==> src/hdl/crcu_pkg.sv <==
// constants, types and shared helpers of the crc calculation unit
// assumes a 32-bit axi4-lite slave port and a single system clock
package crcu_pkg;

	typedef logic [31:0] crcu_word_t;

	// register byte offsets
	localparam logic [7:0] CRCU_OFS_DATA = 8'h00;
	localparam logic [7:0] CRCU_OFS_CTRL = 8'h04;
	localparam logic [7:0] CRCU_OFS_POLY = 8'h08;
	localparam logic [7:0] CRCU_OFS_SEED = 8'h0C;
	localparam logic [7:0] CRCU_OFS_XOR = 8'h10;
	localparam logic [7:0] CRCU_OFS_CLKG = 8'h14;

	// reset values
	localparam crcu_word_t CRCU_RST_DATA = 32'hFFFFFFFF;
	localparam crcu_word_t CRCU_RST_SEED = 32'hFFFFFFFF;
	localparam crcu_word_t CRCU_RST_XOR = 32'h00000000;
	localparam crcu_word_t CRCU_RST_CLKG = 32'h00000001;
	localparam logic [1:0] CRCU_RST_POLY = 2'h0;
	localparam logic [1:0] CRCU_RST_INPUT_BIT_REVERSE = 2'h0;
	localparam logic CRCU_RST_OUTPUT_BIT_REVERSE = 1'b0;

	// field positions
	localparam int CRCU_CTRL_SOFT_BIT = 0;
	localparam int CRCU_CTRL_INPUT_BIT_REVERSE_LO = 1;
	localparam int CRCU_CTRL_OUTPUT_BIT_REVERSE_BIT = 3;
	localparam int CRCU_CTRL_BUSY_BIT = 4;
	localparam int CRCU_CLKG_BIT = 21;

	// polynomial choice codes and generators
	localparam logic [1:0] CRCU_POLY_32 = 2'h0;
	localparam logic [1:0] CRCU_POLY_16 = 2'h1;
	localparam logic [1:0] CRCU_POLY_8 = 2'h2;
	localparam crcu_word_t CRCU_GEN_32 = 32'h04C11DB7;
	localparam crcu_word_t CRCU_GEN_16 = 32'h00001021;
	localparam crcu_word_t CRCU_GEN_8 = 32'h00000007;

	// input reversal codes
	localparam logic [1:0] CRCU_REV_NONE = 2'h0;
	localparam logic [1:0] CRCU_REV_BYTE = 2'h1;
	localparam logic [1:0] CRCU_REV_HALF = 2'h2;
	localparam logic [1:0] CRCU_REV_WORD = 2'h3;

	// access size codes and cycles (one byte per cycle) per size
	localparam logic [1:0] CRCU_SZ_BYTE = 2'h0;
	localparam logic [1:0] CRCU_SZ_HALF = 2'h1;
	localparam logic [1:0] CRCU_SZ_WORD = 2'h2;
	localparam logic [2:0] CRCU_CYC_BYTE = 3'h1;
	localparam logic [2:0] CRCU_CYC_HALF = 3'h2;
	localparam logic [2:0] CRCU_CYC_WORD = 3'h4;

	localparam logic [1:0] CRCU_RESP_OKAY = 2'h0;
	localparam logic [1:0] CRCU_RESP_SLVERR = 2'h2;

	// left shift that moves a narrow crc up to bit 31; reserved code acts as 32-bit
	function automatic logic [4:0] crcu_shift(input logic [1:0] sel);
		crcu_shift = (sel == CRCU_POLY_16) ? 5'h10 : (sel == CRCU_POLY_8) ? 5'h18 : 5'h00;
	endfunction : crcu_shift

	function automatic crcu_word_t crcu_gen(input logic [1:0] sel);
		crcu_gen = (sel == CRCU_POLY_16) ? CRCU_GEN_16 : (sel == CRCU_POLY_8) ? CRCU_GEN_8 : CRCU_GEN_32;
	endfunction : crcu_gen

endpackage : crcu_pkg

==> src/hdl/crcu_byte_step.sv <==
// one byte of crc folding, msb first, for the selected polynomial width
// purely combinational; the caller registers the result
`timescale 1ns/10ps
module crcu_byte_step (
	input wire crcu_pkg::crcu_word_t crc_i,
	input wire logic [7:0] byte_i,
	input wire logic [1:0] poly_choice_i,
	output crcu_pkg::crcu_word_t next_o
);
	import crcu_pkg::*;

	// narrow crcs are lifted to bit 31 so one loop serves all three widths
	always_comb begin
		crcu_word_t acc;
		crcu_word_t gen;
		logic [4:0] sh;
		sh = crcu_shift(poly_choice_i);
		gen = crcu_gen(poly_choice_i) << sh;
		acc = (crc_i << sh) ^ {byte_i, 24'h000000};
		for (int i = 0; i < 8; i++) begin
			acc = acc[31] ? ((acc << 1) ^ gen) : (acc << 1);
		end
		next_o = acc >> sh;
	end

endmodule : crcu_byte_step

==> src/hdl/crcu_top.sv <==
// crc calculation unit with its axi4-lite register slave
// assumes one 10 MHz system clock and a master that honours the busy flag
//
// Added by the designer: register access over AXI4-Lite.
`timescale 1ns/10ps
module crcu_top (
	input wire logic sys_clk_i,
	input wire logic rst_n_i,
	input wire logic [7:0] s_axi_awaddr_i,
	input wire logic s_axi_awvalid_i,
	output logic s_axi_awready_o,
	input wire crcu_pkg::crcu_word_t s_axi_wdata_i,
	input wire logic [3:0] s_axi_wstrb_i,
	input wire logic s_axi_wvalid_i,
	output logic s_axi_wready_o,
	output logic [1:0] s_axi_bresp_o,
	output logic s_axi_bvalid_o,
	input wire logic s_axi_bready_i,
	input wire logic [7:0] s_axi_araddr_i,
	input wire logic s_axi_arvalid_i,
	output logic s_axi_arready_o,
	output crcu_pkg::crcu_word_t s_axi_rdata_o,
	output logic [1:0] s_axi_rresp_o,
	output logic s_axi_rvalid_o,
	input wire logic s_axi_rready_i
);
	import crcu_pkg::*;

	logic awready_q, wready_q, bvalid_q, arready_q, rvalid_q;
	logic [1:0] bresp_q, rresp_q;
	logic [7:0] aw_addr_q;
	crcu_word_t w_data_q, rdata_q;
	logic [3:0] w_strb_q;

	crcu_word_t crc_q, seed_q, xor_q, clkg_q, din_q;
	logic [1:0] poly_choice_q, input_bit_reverse_q;
	logic output_bit_reverse_q, soft_rst_q;
	logic [2:0] cnt_q;

	// write side decode
	wire wr_go = !awready_q && !wready_q && !bvalid_q;
	wire [7:0] wr_ofs = {aw_addr_q[7:2], 2'b00};
	wire wr_hit = (wr_ofs <= CRCU_OFS_CLKG);
	wire crcu_word_t wmask = {{8{w_strb_q[3]}}, {8{w_strb_q[2]}}, {8{w_strb_q[1]}},
		{8{w_strb_q[0]}}};
	wire wr_data = wr_go && wr_ofs == CRCU_OFS_DATA;
	wire wr_ctrl = wr_go && wr_ofs == CRCU_OFS_CTRL && w_strb_q[0];
	wire wr_poly = wr_go && wr_ofs == CRCU_OFS_POLY && w_strb_q[0];
	wire wr_seed = wr_go && wr_ofs == CRCU_OFS_SEED;
	wire wr_xor = wr_go && wr_ofs == CRCU_OFS_XOR;
	wire wr_clkg = wr_go && wr_ofs == CRCU_OFS_CLKG;

	wire calc_busy_flag = (cnt_q != 3'h0);
	wire gate_on = clkg_q[CRCU_CLKG_BIT];
	// a write that lands while busy or gated off is dropped, bus still answers okay
	wire data_go = wr_data && !calc_busy_flag && gate_on && !soft_rst_q;

	// access size from the byte lanes; the value is taken from its own lanes
	wire [1:0] wr_size = (w_strb_q == 4'hF) ? CRCU_SZ_WORD :
		(w_strb_q == 4'h3 || w_strb_q == 4'hC) ? CRCU_SZ_HALF : CRCU_SZ_BYTE;
	wire [7:0] wr_byte = w_strb_q[0] ? w_data_q[7:0] : w_strb_q[1] ? w_data_q[15:8] :
		w_strb_q[2] ? w_data_q[23:16] : w_data_q[31:24];
	wire [15:0] wr_half = w_strb_q[0] ? w_data_q[15:0] : w_data_q[31:16];
	wire crcu_word_t din_al = (wr_size == CRCU_SZ_WORD) ? w_data_q :
		(wr_size == CRCU_SZ_HALF) ? {wr_half, 16'h0000} : {wr_byte, 24'h000000};
	wire [2:0] wr_cycles = (wr_size == CRCU_SZ_WORD) ? CRCU_CYC_WORD :
		(wr_size == CRCU_SZ_HALF) ? CRCU_CYC_HALF : CRCU_CYC_BYTE;

	// reversal span never exceeds the access size
	wire [1:0] size_span = wr_size + 2'h1;
	wire [1:0] rev_eff = (input_bit_reverse_q == CRCU_REV_NONE) ? CRCU_REV_NONE :
		(input_bit_reverse_q > size_span) ? size_span : input_bit_reverse_q;

	crcu_word_t rev_byte, rev_half, rev_word, crc_rev;
	for (genvar i = 0; i < 32; i++) begin : g_rev
		assign rev_byte[i] = din_al[(i / 8) * 8 + 7 - (i % 8)];
		assign rev_half[i] = din_al[(i / 16) * 16 + 15 - (i % 16)];
		assign rev_word[i] = din_al[31 - i];
		assign crc_rev[i] = crc_q[31 - i];
	end

	wire crcu_word_t din_rev = (rev_eff == CRCU_REV_BYTE) ? rev_byte :
		(rev_eff == CRCU_REV_HALF) ? rev_half :
		(rev_eff == CRCU_REV_WORD) ? rev_word : din_al;

	// polynomial width view of the accumulator
	wire [4:0] sh = crcu_shift(poly_choice_q);
	wire crcu_word_t wmask_poly = 32'hFFFFFFFF >> sh;
	wire crcu_word_t seed_eff = seed_q & wmask_poly;
	wire crcu_word_t out_ord = output_bit_reverse_q ? (crc_rev >> sh) : crc_q;
	wire crcu_word_t result = (out_ord ^ xor_q) & wmask_poly;

	crcu_word_t step_out;
	crcu_byte_step crcu_byte_step_inst (
		.crc_i(crc_q),
		.byte_i(din_q[31:24]),
		.poly_choice_i(poly_choice_q),
		.next_o(step_out)
	);

	// read side decode
	wire [7:0] rd_ofs = {s_axi_araddr_i[7:2], 2'b00};
	wire crcu_word_t ctrl_rd = {27'h0000000, calc_busy_flag, output_bit_reverse_q,
		input_bit_reverse_q, soft_rst_q};
	wire crcu_word_t rd_mux = (rd_ofs == CRCU_OFS_DATA) ? result :
		(rd_ofs == CRCU_OFS_CTRL) ? ctrl_rd :
		(rd_ofs == CRCU_OFS_POLY) ? {30'h00000000, poly_choice_q} :
		(rd_ofs == CRCU_OFS_SEED) ? seed_q :
		(rd_ofs == CRCU_OFS_XOR) ? xor_q :
		(rd_ofs == CRCU_OFS_CLKG) ? clkg_q : 32'h00000000;
	wire rd_hit = (rd_ofs <= CRCU_OFS_CLKG);
	wire ar_take = s_axi_arvalid_i && arready_q;

	// axi write address and data are caught independently, then applied together
	always_ff @(posedge sys_clk_i or negedge rst_n_i) begin
		if (!rst_n_i) begin
			awready_q <= 1'b1;
			wready_q <= 1'b1;
			aw_addr_q <= 8'h00;
			w_data_q <= 32'h00000000;
			w_strb_q <= 4'h0;
		end else begin
			if (s_axi_awvalid_i && awready_q) begin
				awready_q <= 1'b0;
				aw_addr_q <= s_axi_awaddr_i;
			end else if (wr_go) begin
				awready_q <= 1'b1;
			end
			if (s_axi_wvalid_i && wready_q) begin
				wready_q <= 1'b0;
				w_data_q <= s_axi_wdata_i;
				w_strb_q <= s_axi_wstrb_i;
			end else if (wr_go) begin
				wready_q <= 1'b1;
			end
		end
	end

	always_ff @(posedge sys_clk_i or negedge rst_n_i) begin
		if (!rst_n_i) begin
			bvalid_q <= 1'b0;
			bresp_q <= CRCU_RESP_OKAY;
		end else if (wr_go) begin
			bvalid_q <= 1'b1;
			bresp_q <= wr_hit ? CRCU_RESP_OKAY : CRCU_RESP_SLVERR;
		end else if (s_axi_bready_i) begin
			bvalid_q <= 1'b0;
		end
	end

	always_ff @(posedge sys_clk_i or negedge rst_n_i) begin
		if (!rst_n_i) begin
			arready_q <= 1'b1;
			rvalid_q <= 1'b0;
			rdata_q <= 32'h00000000;
			rresp_q <= CRCU_RESP_OKAY;
		end else if (ar_take) begin
			arready_q <= 1'b0;
			rvalid_q <= 1'b1;
			rdata_q <= rd_mux;
			rresp_q <= rd_hit ? CRCU_RESP_OKAY : CRCU_RESP_SLVERR;
		end else if (rvalid_q && s_axi_rready_i) begin
			arready_q <= 1'b1;
			rvalid_q <= 1'b0;
		end
	end

	// configuration registers
	always_ff @(posedge sys_clk_i or negedge rst_n_i) begin
		if (!rst_n_i) begin
			seed_q <= CRCU_RST_SEED;
			xor_q <= CRCU_RST_XOR;
			clkg_q <= CRCU_RST_CLKG;
			poly_choice_q <= CRCU_RST_POLY;
			input_bit_reverse_q <= CRCU_RST_INPUT_BIT_REVERSE;
			output_bit_reverse_q <= CRCU_RST_OUTPUT_BIT_REVERSE;
		end else begin
			if (wr_seed)
				seed_q <= (seed_q & ~wmask) | (w_data_q & wmask);
			if (wr_xor)
				xor_q <= (xor_q & ~wmask) | (w_data_q & wmask);
			if (wr_clkg)
				clkg_q <= (clkg_q & ~wmask) | (w_data_q & wmask);
			if (wr_poly)
				poly_choice_q <= w_data_q[1:0];
			if (wr_ctrl) begin
				input_bit_reverse_q <= w_data_q[CRCU_CTRL_INPUT_BIT_REVERSE_LO +: 2];
				output_bit_reverse_q <= w_data_q[CRCU_CTRL_OUTPUT_BIT_REVERSE_BIT];
			end
		end
	end

	// soft reset is a one-cycle pulse; writing 0 has no effect
	always_ff @(posedge sys_clk_i or negedge rst_n_i) begin
		if (!rst_n_i)
			soft_rst_q <= 1'b0;
		else
			soft_rst_q <= wr_ctrl && w_data_q[CRCU_CTRL_SOFT_BIT];
	end

	// engine: one byte per cycle, msb byte first; a gated-off unit holds its state unless a soft reset reloads the seed
	always_ff @(posedge sys_clk_i or negedge rst_n_i) begin
		if (!rst_n_i) begin
			crc_q <= CRCU_RST_DATA;
			din_q <= 32'h00000000;
			cnt_q <= 3'h0;
		end else if (soft_rst_q) begin
			crc_q <= seed_eff;
			cnt_q <= 3'h0;
		end else if (data_go) begin
			din_q <= din_rev;
			cnt_q <= wr_cycles;
		end else if (calc_busy_flag && gate_on) begin
			crc_q <= step_out;
			din_q <= {din_q[23:0], 8'h00};
			cnt_q <= cnt_q - 3'h1;
		end
	end

	assign s_axi_awready_o = awready_q;
	assign s_axi_wready_o = wready_q;
	assign s_axi_bvalid_o = bvalid_q;
	assign s_axi_bresp_o = bresp_q;
	assign s_axi_arready_o = arready_q;
	assign s_axi_rvalid_o = rvalid_q;
	assign s_axi_rdata_o = rdata_q;
	assign s_axi_rresp_o = rresp_q;
endmodule : crcu_top

==> config.mk <==
export PLATFORM = sky130hd
export DESIGN_NAME = crcu_top
export DESIGN_NICKNAME = d
export VERILOG_FILES = /design/src/hdl/crcu_pkg.sv /design/src/hdl/crcu_byte_step.sv /design/src/hdl/crcu_top.sv
export SDC_FILE = /design/constraint.sdc
export NUM_CORES = 1
export LEC_CHECK = 0
export ABC_AREA = 0
export BUFFER_PORTS_ARGS = -buffer_cell sky130_fd_sc_hd__buf_2
export CAP_MARGIN = 20
export CELL_PAD_IN_SITES_DETAIL_PLACEMENT = 0
export CELL_PAD_IN_SITES_GLOBAL_PLACEMENT = 1
export CORE_UTILIZATION = 52
export CTS_BUF_LIST = sky130_fd_sc_hd__clkbuf_4 sky130_fd_sc_hd__clkbuf_8
export CTS_CLUSTER_SIZE = 12
export DETAILED_ROUTE_END_ITERATION = 16
export HOLD_SLACK_MARGIN = 0.15
export PLACE_DENSITY_LB_ADDON = 0.1
export SLEW_MARGIN = 5
export SYNTH_ARGS = -nofsm -noshare
export SYNTH_HDL_FRONTEND = slang
export SYNTH_SLANG_ARGS = --single-unit
==> constraint.sdc <==
create_clock -name sys_clk_i -period 8 [get_ports sys_clk_i]
set_input_delay 0.8 -clock sys_clk_i [delete_from_list [all_inputs] [get_ports sys_clk_i]]
set_output_delay 0.8 -clock sys_clk_i [all_outputs]
set_load 0.01 [all_outputs]
# Yosys cells after proc, flatten, opt, wreduce, memory -nomap -nowiden
# Index checks and enable logic that the tools add are counted.
# word_totals
ff_bits	254
inputBits	59
out_inout_bits	41
wordCells	164
# classes
add_sub_neg	2
order_cmp	3
eq_ne	21
n_shift	5
muxes	53
bitwise_logic	21
n_reduce_logical	38
# ops
cell	n
32-bit two-way mux	26
32-bit bitwise XOR	10
32-bit AND	6
32-bit bitwise OR	3
32-bit by 5-bit left shift with 32-bit output	2
32-bit by 5-bit >> shifter with 32-bit output	2
32-bit NOT	1
32-bit by 5-bit >> shifter with 32-bit output (first input constant)	1
27-bit two-way mux	1
6-bit by 2-bit == test with 1-bit output (second input constant)	4
6-bit by 3-bit == test with 1-bit output (second input constant)	4
8-bit two-way mux	3
1-bit logical AND	19
8-bit by 5-bit less-or-equal comparator with 1-bit output (second input constant)	2
8-bit zero test	2
16-bit two-way mux	1
6-bit by 1-bit == test with 1-bit output (second input constant)	2
2-bit two-way mux	6
3-bit two-way mux	4
2-bit nonzero test	6
1-bit two-way mux	10
5-bit two-way mux	2
2-bit == test (second input constant)	4
4-bit == test (second input constant)	2
12 further kinds	20

# Depth between registers and ports, before layout
# logic_depth
word_depth	25
ltp_mapped	21
ltp_nobuf	17

# By module
# From an unflattened synthesis, not the netlist that was laid out.
# hier_totals
cells_unflattened	1889
area_unflattened_um2	17568.1
# modules_own_cells
module	n_inst	cells_each	area_per_inst_um2	seq_area_each_um2
crcu_top	1	1311	13411.6	6341.1
crcu_byte_step	1	578	4156.5	0.0

# Worst setup path after synthesis
# No wires, ideal clock.
# synth_path
kind	reg-to-reg
startpoint	register poly_choice_q[0]
endpoint	register crc_q[4]
setup_ps	94
arrival_ps	4275
required_time_ps	7906
path_slack_ps	3630
stages_incl_launch_ff	16
n_path_buf	1
synth_period_minus_slack_ps	4370
path_cell_list	dfrtp_1 -> inv_1 -> ha_1 -> mux4_2 -> xnor2_4 -> mux2_2 -> nor3_1 -> o22ai_1 -> or3_1 -> a211oi_1 -> or2_1 -> buf_2 -> mux2i_1 -> xnor2_1 -> mux2i_1 -> a311oi_1
# synth_between
elab_chain_len	25
elab_cells_between_ends	31
classes_between	eq/ne (2); shift (4); mux (15); bitwise (10)
# synth_lines
item	line_no	rtl
start, declared	crcu_top.sv:36	logic [1:0] poly_choice_q, input_bit_reverse_q;
start signal, assigned	crcu_top.sv:185	poly_choice_q <= w_data_q[1:0];
2-bit == test	crcu_pkg.sv:58, crcu_pkg.sv:62	
5-bit two-way mux (2 in a row)	crcu_pkg.sv:58	crcu_shift = (sel == CRCU_POLY_16) ? 5'h10 : (sel == CRCU_POLY_8) ? 5'h18 : 5'h00;
32-bit by 5-bit left shift with 32-bit output	crcu_byte_step.sv:19	acc = (crc_i << sh) ^ {byte_i, 24'h000000};
32-bit bitwise XOR	crcu_byte_step.sv:19	
32-bit bitwise XOR	crcu_byte_step.sv:21	acc = acc[31] ? ((acc << 1) ^ gen) : (acc << 1);
32-bit two-way mux	crcu_byte_step.sv:21	
32-bit bitwise XOR	crcu_byte_step.sv:21	
32-bit two-way mux	crcu_byte_step.sv:21	
(+8 left out)	--	
32-bit bitwise XOR	crcu_byte_step.sv:21	
32-bit two-way mux	crcu_byte_step.sv:21	
32-bit bitwise XOR	crcu_byte_step.sv:21	
32-bit two-way mux	crcu_byte_step.sv:21	
32-bit by 5-bit >> shifter with 32-bit output	crcu_byte_step.sv:23	next_o = acc >> sh;
32-bit two-way mux	crcu_top.sv:213	end else if (calc_busy_flag && gate_on) begin
32-bit two-way mux	crcu_top.sv:210	end else if (data_go) begin
32-bit two-way mux (*)	crcu_top.sv:207	end else if (soft_rst_q) begin
end signal, assigned	crcu_top.sv:214	crc_q <= step_out;
end, declared	crcu_top.sv:35	crcu_word_t crc_q, seed_q, xor_q, clkg_q, din_q;
# Every way passes the cells marked *; elsewhere a longest branch is shown, timed or not. The select of a mux whose other input is x is not followed.
# A chain may end at the register's enable or synchronous reset.

# Worst setup path in the final report
# layout_path
startpoint	register poly_choice_q[0]
endpoint	register crc_q[2]
# Same word-level chain as after synthesis.

==> summary by stage <==
Clock tree
The total number of H-tree levels is 2. After clock tree synthesis, the clock-pin slew on the worst setup and hold paths is 0.06 ns. The number of CTS-inserted buffers is 46. The root buffer selected by CTS is sky130_fd_sc_hd__clkbuf_8.

Clock latency on the worst-skew pair, taken at its later pin, is about 0.61 ns. The count of hold-fix buffers inserted at cts is 0. The post-CTS repair timing setup buffer count is 0.

The TritonCTS clock tree is done. The number of buffers between clock root and the deepest sink is 3. Clock tree synthesis found a total of 250 sinks. The quantity of gates resized following cts is 0.

Setup path
The signal on the critical path passes through inv_1 -> ha_2 -> mux2i_2 -> mux2i_1 -> a21boi_1 -> o211ai_1 -> nand4_1 -> xnor3_2 -> xnor2_4 -> xnor2_1 -> buf_4 -> nor2_2 -> xnor3_1 -> a311o_1 -> o211ai_1. For this design, the slowest cell found on the critical path is sky130_fd_sc_hd__a21boi_1. The most frequent cell on the critical path is sky130_fd_sc_hd__o211ai_1.

The critical path required time is 8.54 ns. At the worst endpoint, the arrival time is between 6 and 7 ns. The largest fanout of any net on the critical path is 24. The setup slack on the worst flop-to-flop path is 2.09 ns. The maximum single-stage delay on the critical path is 0.92 ns. STA classifies the critical path endpoint as a flop. The start-to-end type of the worst setup path is reg -> reg. STA classifies the critical path startpoint as a flop.

Global route
The via count of the first global-routing pass is approximately 14000. The total routing usage reported by global routing is 36.1%. The final global-route overflow total is 0. The initial antenna violation count was 0. The first global-routing pass estimated 91400 um of wire. The pin count of the biggest net entering global routing is 137.

Yosys
The number of synthesis warnings is 0. Of all flip-flops after synthesis, the portion carrying an async set or reset was 100%. The share of the Yosys chip area taken by registers is 36.6%. The number of distinct library cells after synthesis is 85. The number of flops mapped to enable cells by yosys is 0. The synthesized instance count is 1900. The register bit count reported by yosys is 250. Averaged over all synthesized cells, the footprint is 9.13 um^2.

The most used flip-flop cell after synthesis is sky130_fd_sc_hd__dfrtp_1. After synthesis the cells add up to 0.0173 mm^2.

Detailed routing
The average wire length per cell after detail routing is 25.1 um. The DRC violation total after the first TritonRoute iteration is 1689. The remaining antenna violation count after routing is 0. The routed wire length is 60400 um. In the routed design, unresolved DRC markers number 0. The mean number of vias per cell is 6.33.

The overall via count from detail_route is 15242. The total iterations of the first detailed-routing run is 6.

STA
At the pin with the least slew margin, the transition time is 1.14 ns. Measured against its own limit, the worst slew margin works out to 23.9%. The time the worst path needs with I/O delays and setup is 5.91 ns. In the finished design, the share of the clock period the worst path needs comes to between 70% and 80%.

The worst-case clock skew is 0.0551 ns. The sum of negative setup slack is 0 ns. For this run, the top clock speed supported by timing is between 150 and 200 MHz.

The number of max-slew violations in the final report is 0. Setup violations remaining at the end of the flow were counted as 0. Setup repair after global routing left no endpoint under its margin. The count of final hold-check violations is 0.

Cells and area
Counting the fill cells in the layout gives 3009. The leading cell type in the layout, fill and taps excluded is sky130_fd_sc_hd__nand2_1. Relative to the synthesized area, the layout overhead comes to 10.0%. The fraction of layout cells with a size suffix above 1 is 24.2%. After the flow finishes, the layout carries non-filler instances totaling 2406. The post-layout net count is 1997. Leaving out fill and tap cells, the most frequent cells in the layout are sky130_fd_sc_hd__nand2_1 (222), sky130_fd_sc_hd__dfrtp_1 (181), sky130_fd_sc_hd__nor2_1 (172). The repair_antennas step left the layout with diodes totalling 0.

Die
The floorplan die width is 185 um. The floorplan has between 60 and 70 rows. After floorplanning, the core was sized to cover 0.0327 mm^2.

The starting utilization of the core area is 53.0%. For this design the top-level I/O count stands at 100. The die is 185 um tall.

The die area is about 0.034 mm^2.

Pwr
The sequential share of power is 24.2%. The switching share of power is 48.8%. The leakage component of the power is around 8 nW. Cell internal power was estimated by the tool at 5.24 mW. The part of the power in combinational logic is 63.0%. Power spread over the standard cell area amounts to 537 mW/mm^2. The clock network accounts for 12.8% of the total power. The worst-case IR drop observed on VDD is 312 uV. Total power for the finished layout comes to a little over 10 mW. Summed over all nets, the switching power comes to 5.00 mW.

Placement
In this run the tool buffered the top-level ports with 93 buffer cells. Once placement completed, the tool counted placed cells totaling 2321. At the end of routability-driven placement, the weighted congestion stood at just under 1.

The HPWL after detailed placement is 42900 um.

Job
Max-cap violations in this run came to 0.

Outcome
The run finished with clean final reports.

Hold path
The tightest min-delay check is of the in -> async type.
==> logic make-up (layout without fill, tap and decap cells) <==
group / Yosys count / after routing / synth area share (%)
xor+xnor: 205 / 205 / 13.2
buf+inv: 180 / 243 / 4.10
mux: 213 / 213 / 14.0
flops: 250 / 250 / 36.6
simple gates: 535 / 535 / 13.3
fa+ha+maj: 9 / 9 / 0.649
compound gates: 507 / 507 / 18.2
other cells: 1 / 2 / 0.0216
==> per-stage QoR <==
step	hold slack [ns]	util, %	cell area, um^2	setup WS, ns
floorplan	0.459	-	17400	3.63
detailed placement	0.470	55.3	18100	2.22
global route	0.363	58.4	19100	1.82
finish	0.314	58.4	19100	2.09
global placement	0.459	55.3	18100	2.27
CTS	0.329	58.3	19100	2.22
==> metal layers <==
| metal | global-route usage (%) | part of all wire [%] |
|---|---|---|
| met5 | 0 | 0 |
| met4 | 13.2 | 3.6 |
| met3 | 5.35 | 8.2 |
| met2 | 53.6 | 43 |
| met1 | 53.2 | 45 |
==> worst paths after layout <==
kind	from	cells after the start	end
max in group asynchronous	rst_n_i	2	s_axi_rvalid_o
setup / recovery	poly_choice_q[0]	15	crc_q[2]
hold reg to reg	s_axi_rdata_o[14]	2	s_axi_rdata_o[14]
min in group sys_clk_i	s_axi_arvalid_i	2	s_axi_arready_o
hold / removal	rst_n_i	1	s_axi_rdata_o[8]
setup reg to reg	poly_choice_q[0]	15	crc_q[2]
==> cell usage after synthesis (all sizes together), types with 5 or more instances <==
| library cell | n | share of area [%] |
|---|---|---|
| dfrtp | 182 | 26 |
| a21oi | 149 | 4.3 |
| inv | 28 | 0.62 |
| a211o | 5 | 0.25 |
| a31oi | 29 | 1.1 |
| or3 | 9 | 0.32 |
| a311oi | 13 | 0.66 |
| nand3 | 46 | 1.3 |
| a22oi | 27 | 1.2 |
| xnor2 | 124 | 6.7 |
| nand2 | 224 | 4.9 |
| mux2i | 59 | 3.7 |
| o22ai | 40 | 1.4 |
| ha | 9 | 0.65 |
| and2 | 6 | 0.22 |
| and3 | 15 | 0.54 |
| buf | 25 | 0.73 |
| nor2 | 174 | 3.8 |
| a22o | 9 | 0.45 |
| mux4 | 5 | 0.65 |
| dfstp | 68 | 10 |
| a211oi | 9 | 0.39 |
| clkbuf | 127 | 2.7 |
| xnor3 | 27 | 3.5 |
| nor2b | 11 | 0.40 |
| o31ai | 7 | 0.30 |
| a221oi | 29 | 1.5 |
| mux2 | 149 | 9.7 |
| o21ai | 130 | 3.8 |
| o211ai | 15 | 0.73 |
| nor3 | 25 | 0.78 |
| a21o | 10 | 0.43 |
| xor2 | 52 | 2.7 |
==> final cells by class <==
type	count	area [um^2]	area share (%)
Inverter	28	108	0.564
Clock buffer	74	893	4.68
Sequential cell	250	6340	33.2
Multi-Input combinational cell	1471	10300	54.0
Tap cell	442	553	2.90
Timing Repair Buffer	132	781	4.09
Clock inverter	9	93.8	0.492
==> critical path, delay by kind of cell, from the launching register on <==
family	cells	cell delay, ns
and+or+nand+nor	2	0.26
xor gates and xnor gates	4	1.39
buffers and inverters	2	0.36
adders and majority gates	1	0.56
muxes	2	1.25
DFF	1	0.43
AOI/OAI and AO/OA	4	1.61
==> power by group through the flow <==
| stage | combinational [mW] | clock (mW) | sequential (mW) |
|---|---|---|---|
| 3_3_place_gp | 6.25 | 0 | 2.46 |
| 2_1_floorplan | 4.88 | 0 | 2.07 |
| 4_1_cts | 6.31 | 1.34 | 2.45 |
| 6_report | 6.45 | 1.32 | 2.48 |
| 5_1_grt | 6.92 | 1.39 | 2.52 |
| 3_5_place_dp | 6.25 | 0 | 2.47 |
Power figures use the tool's default switching activity.
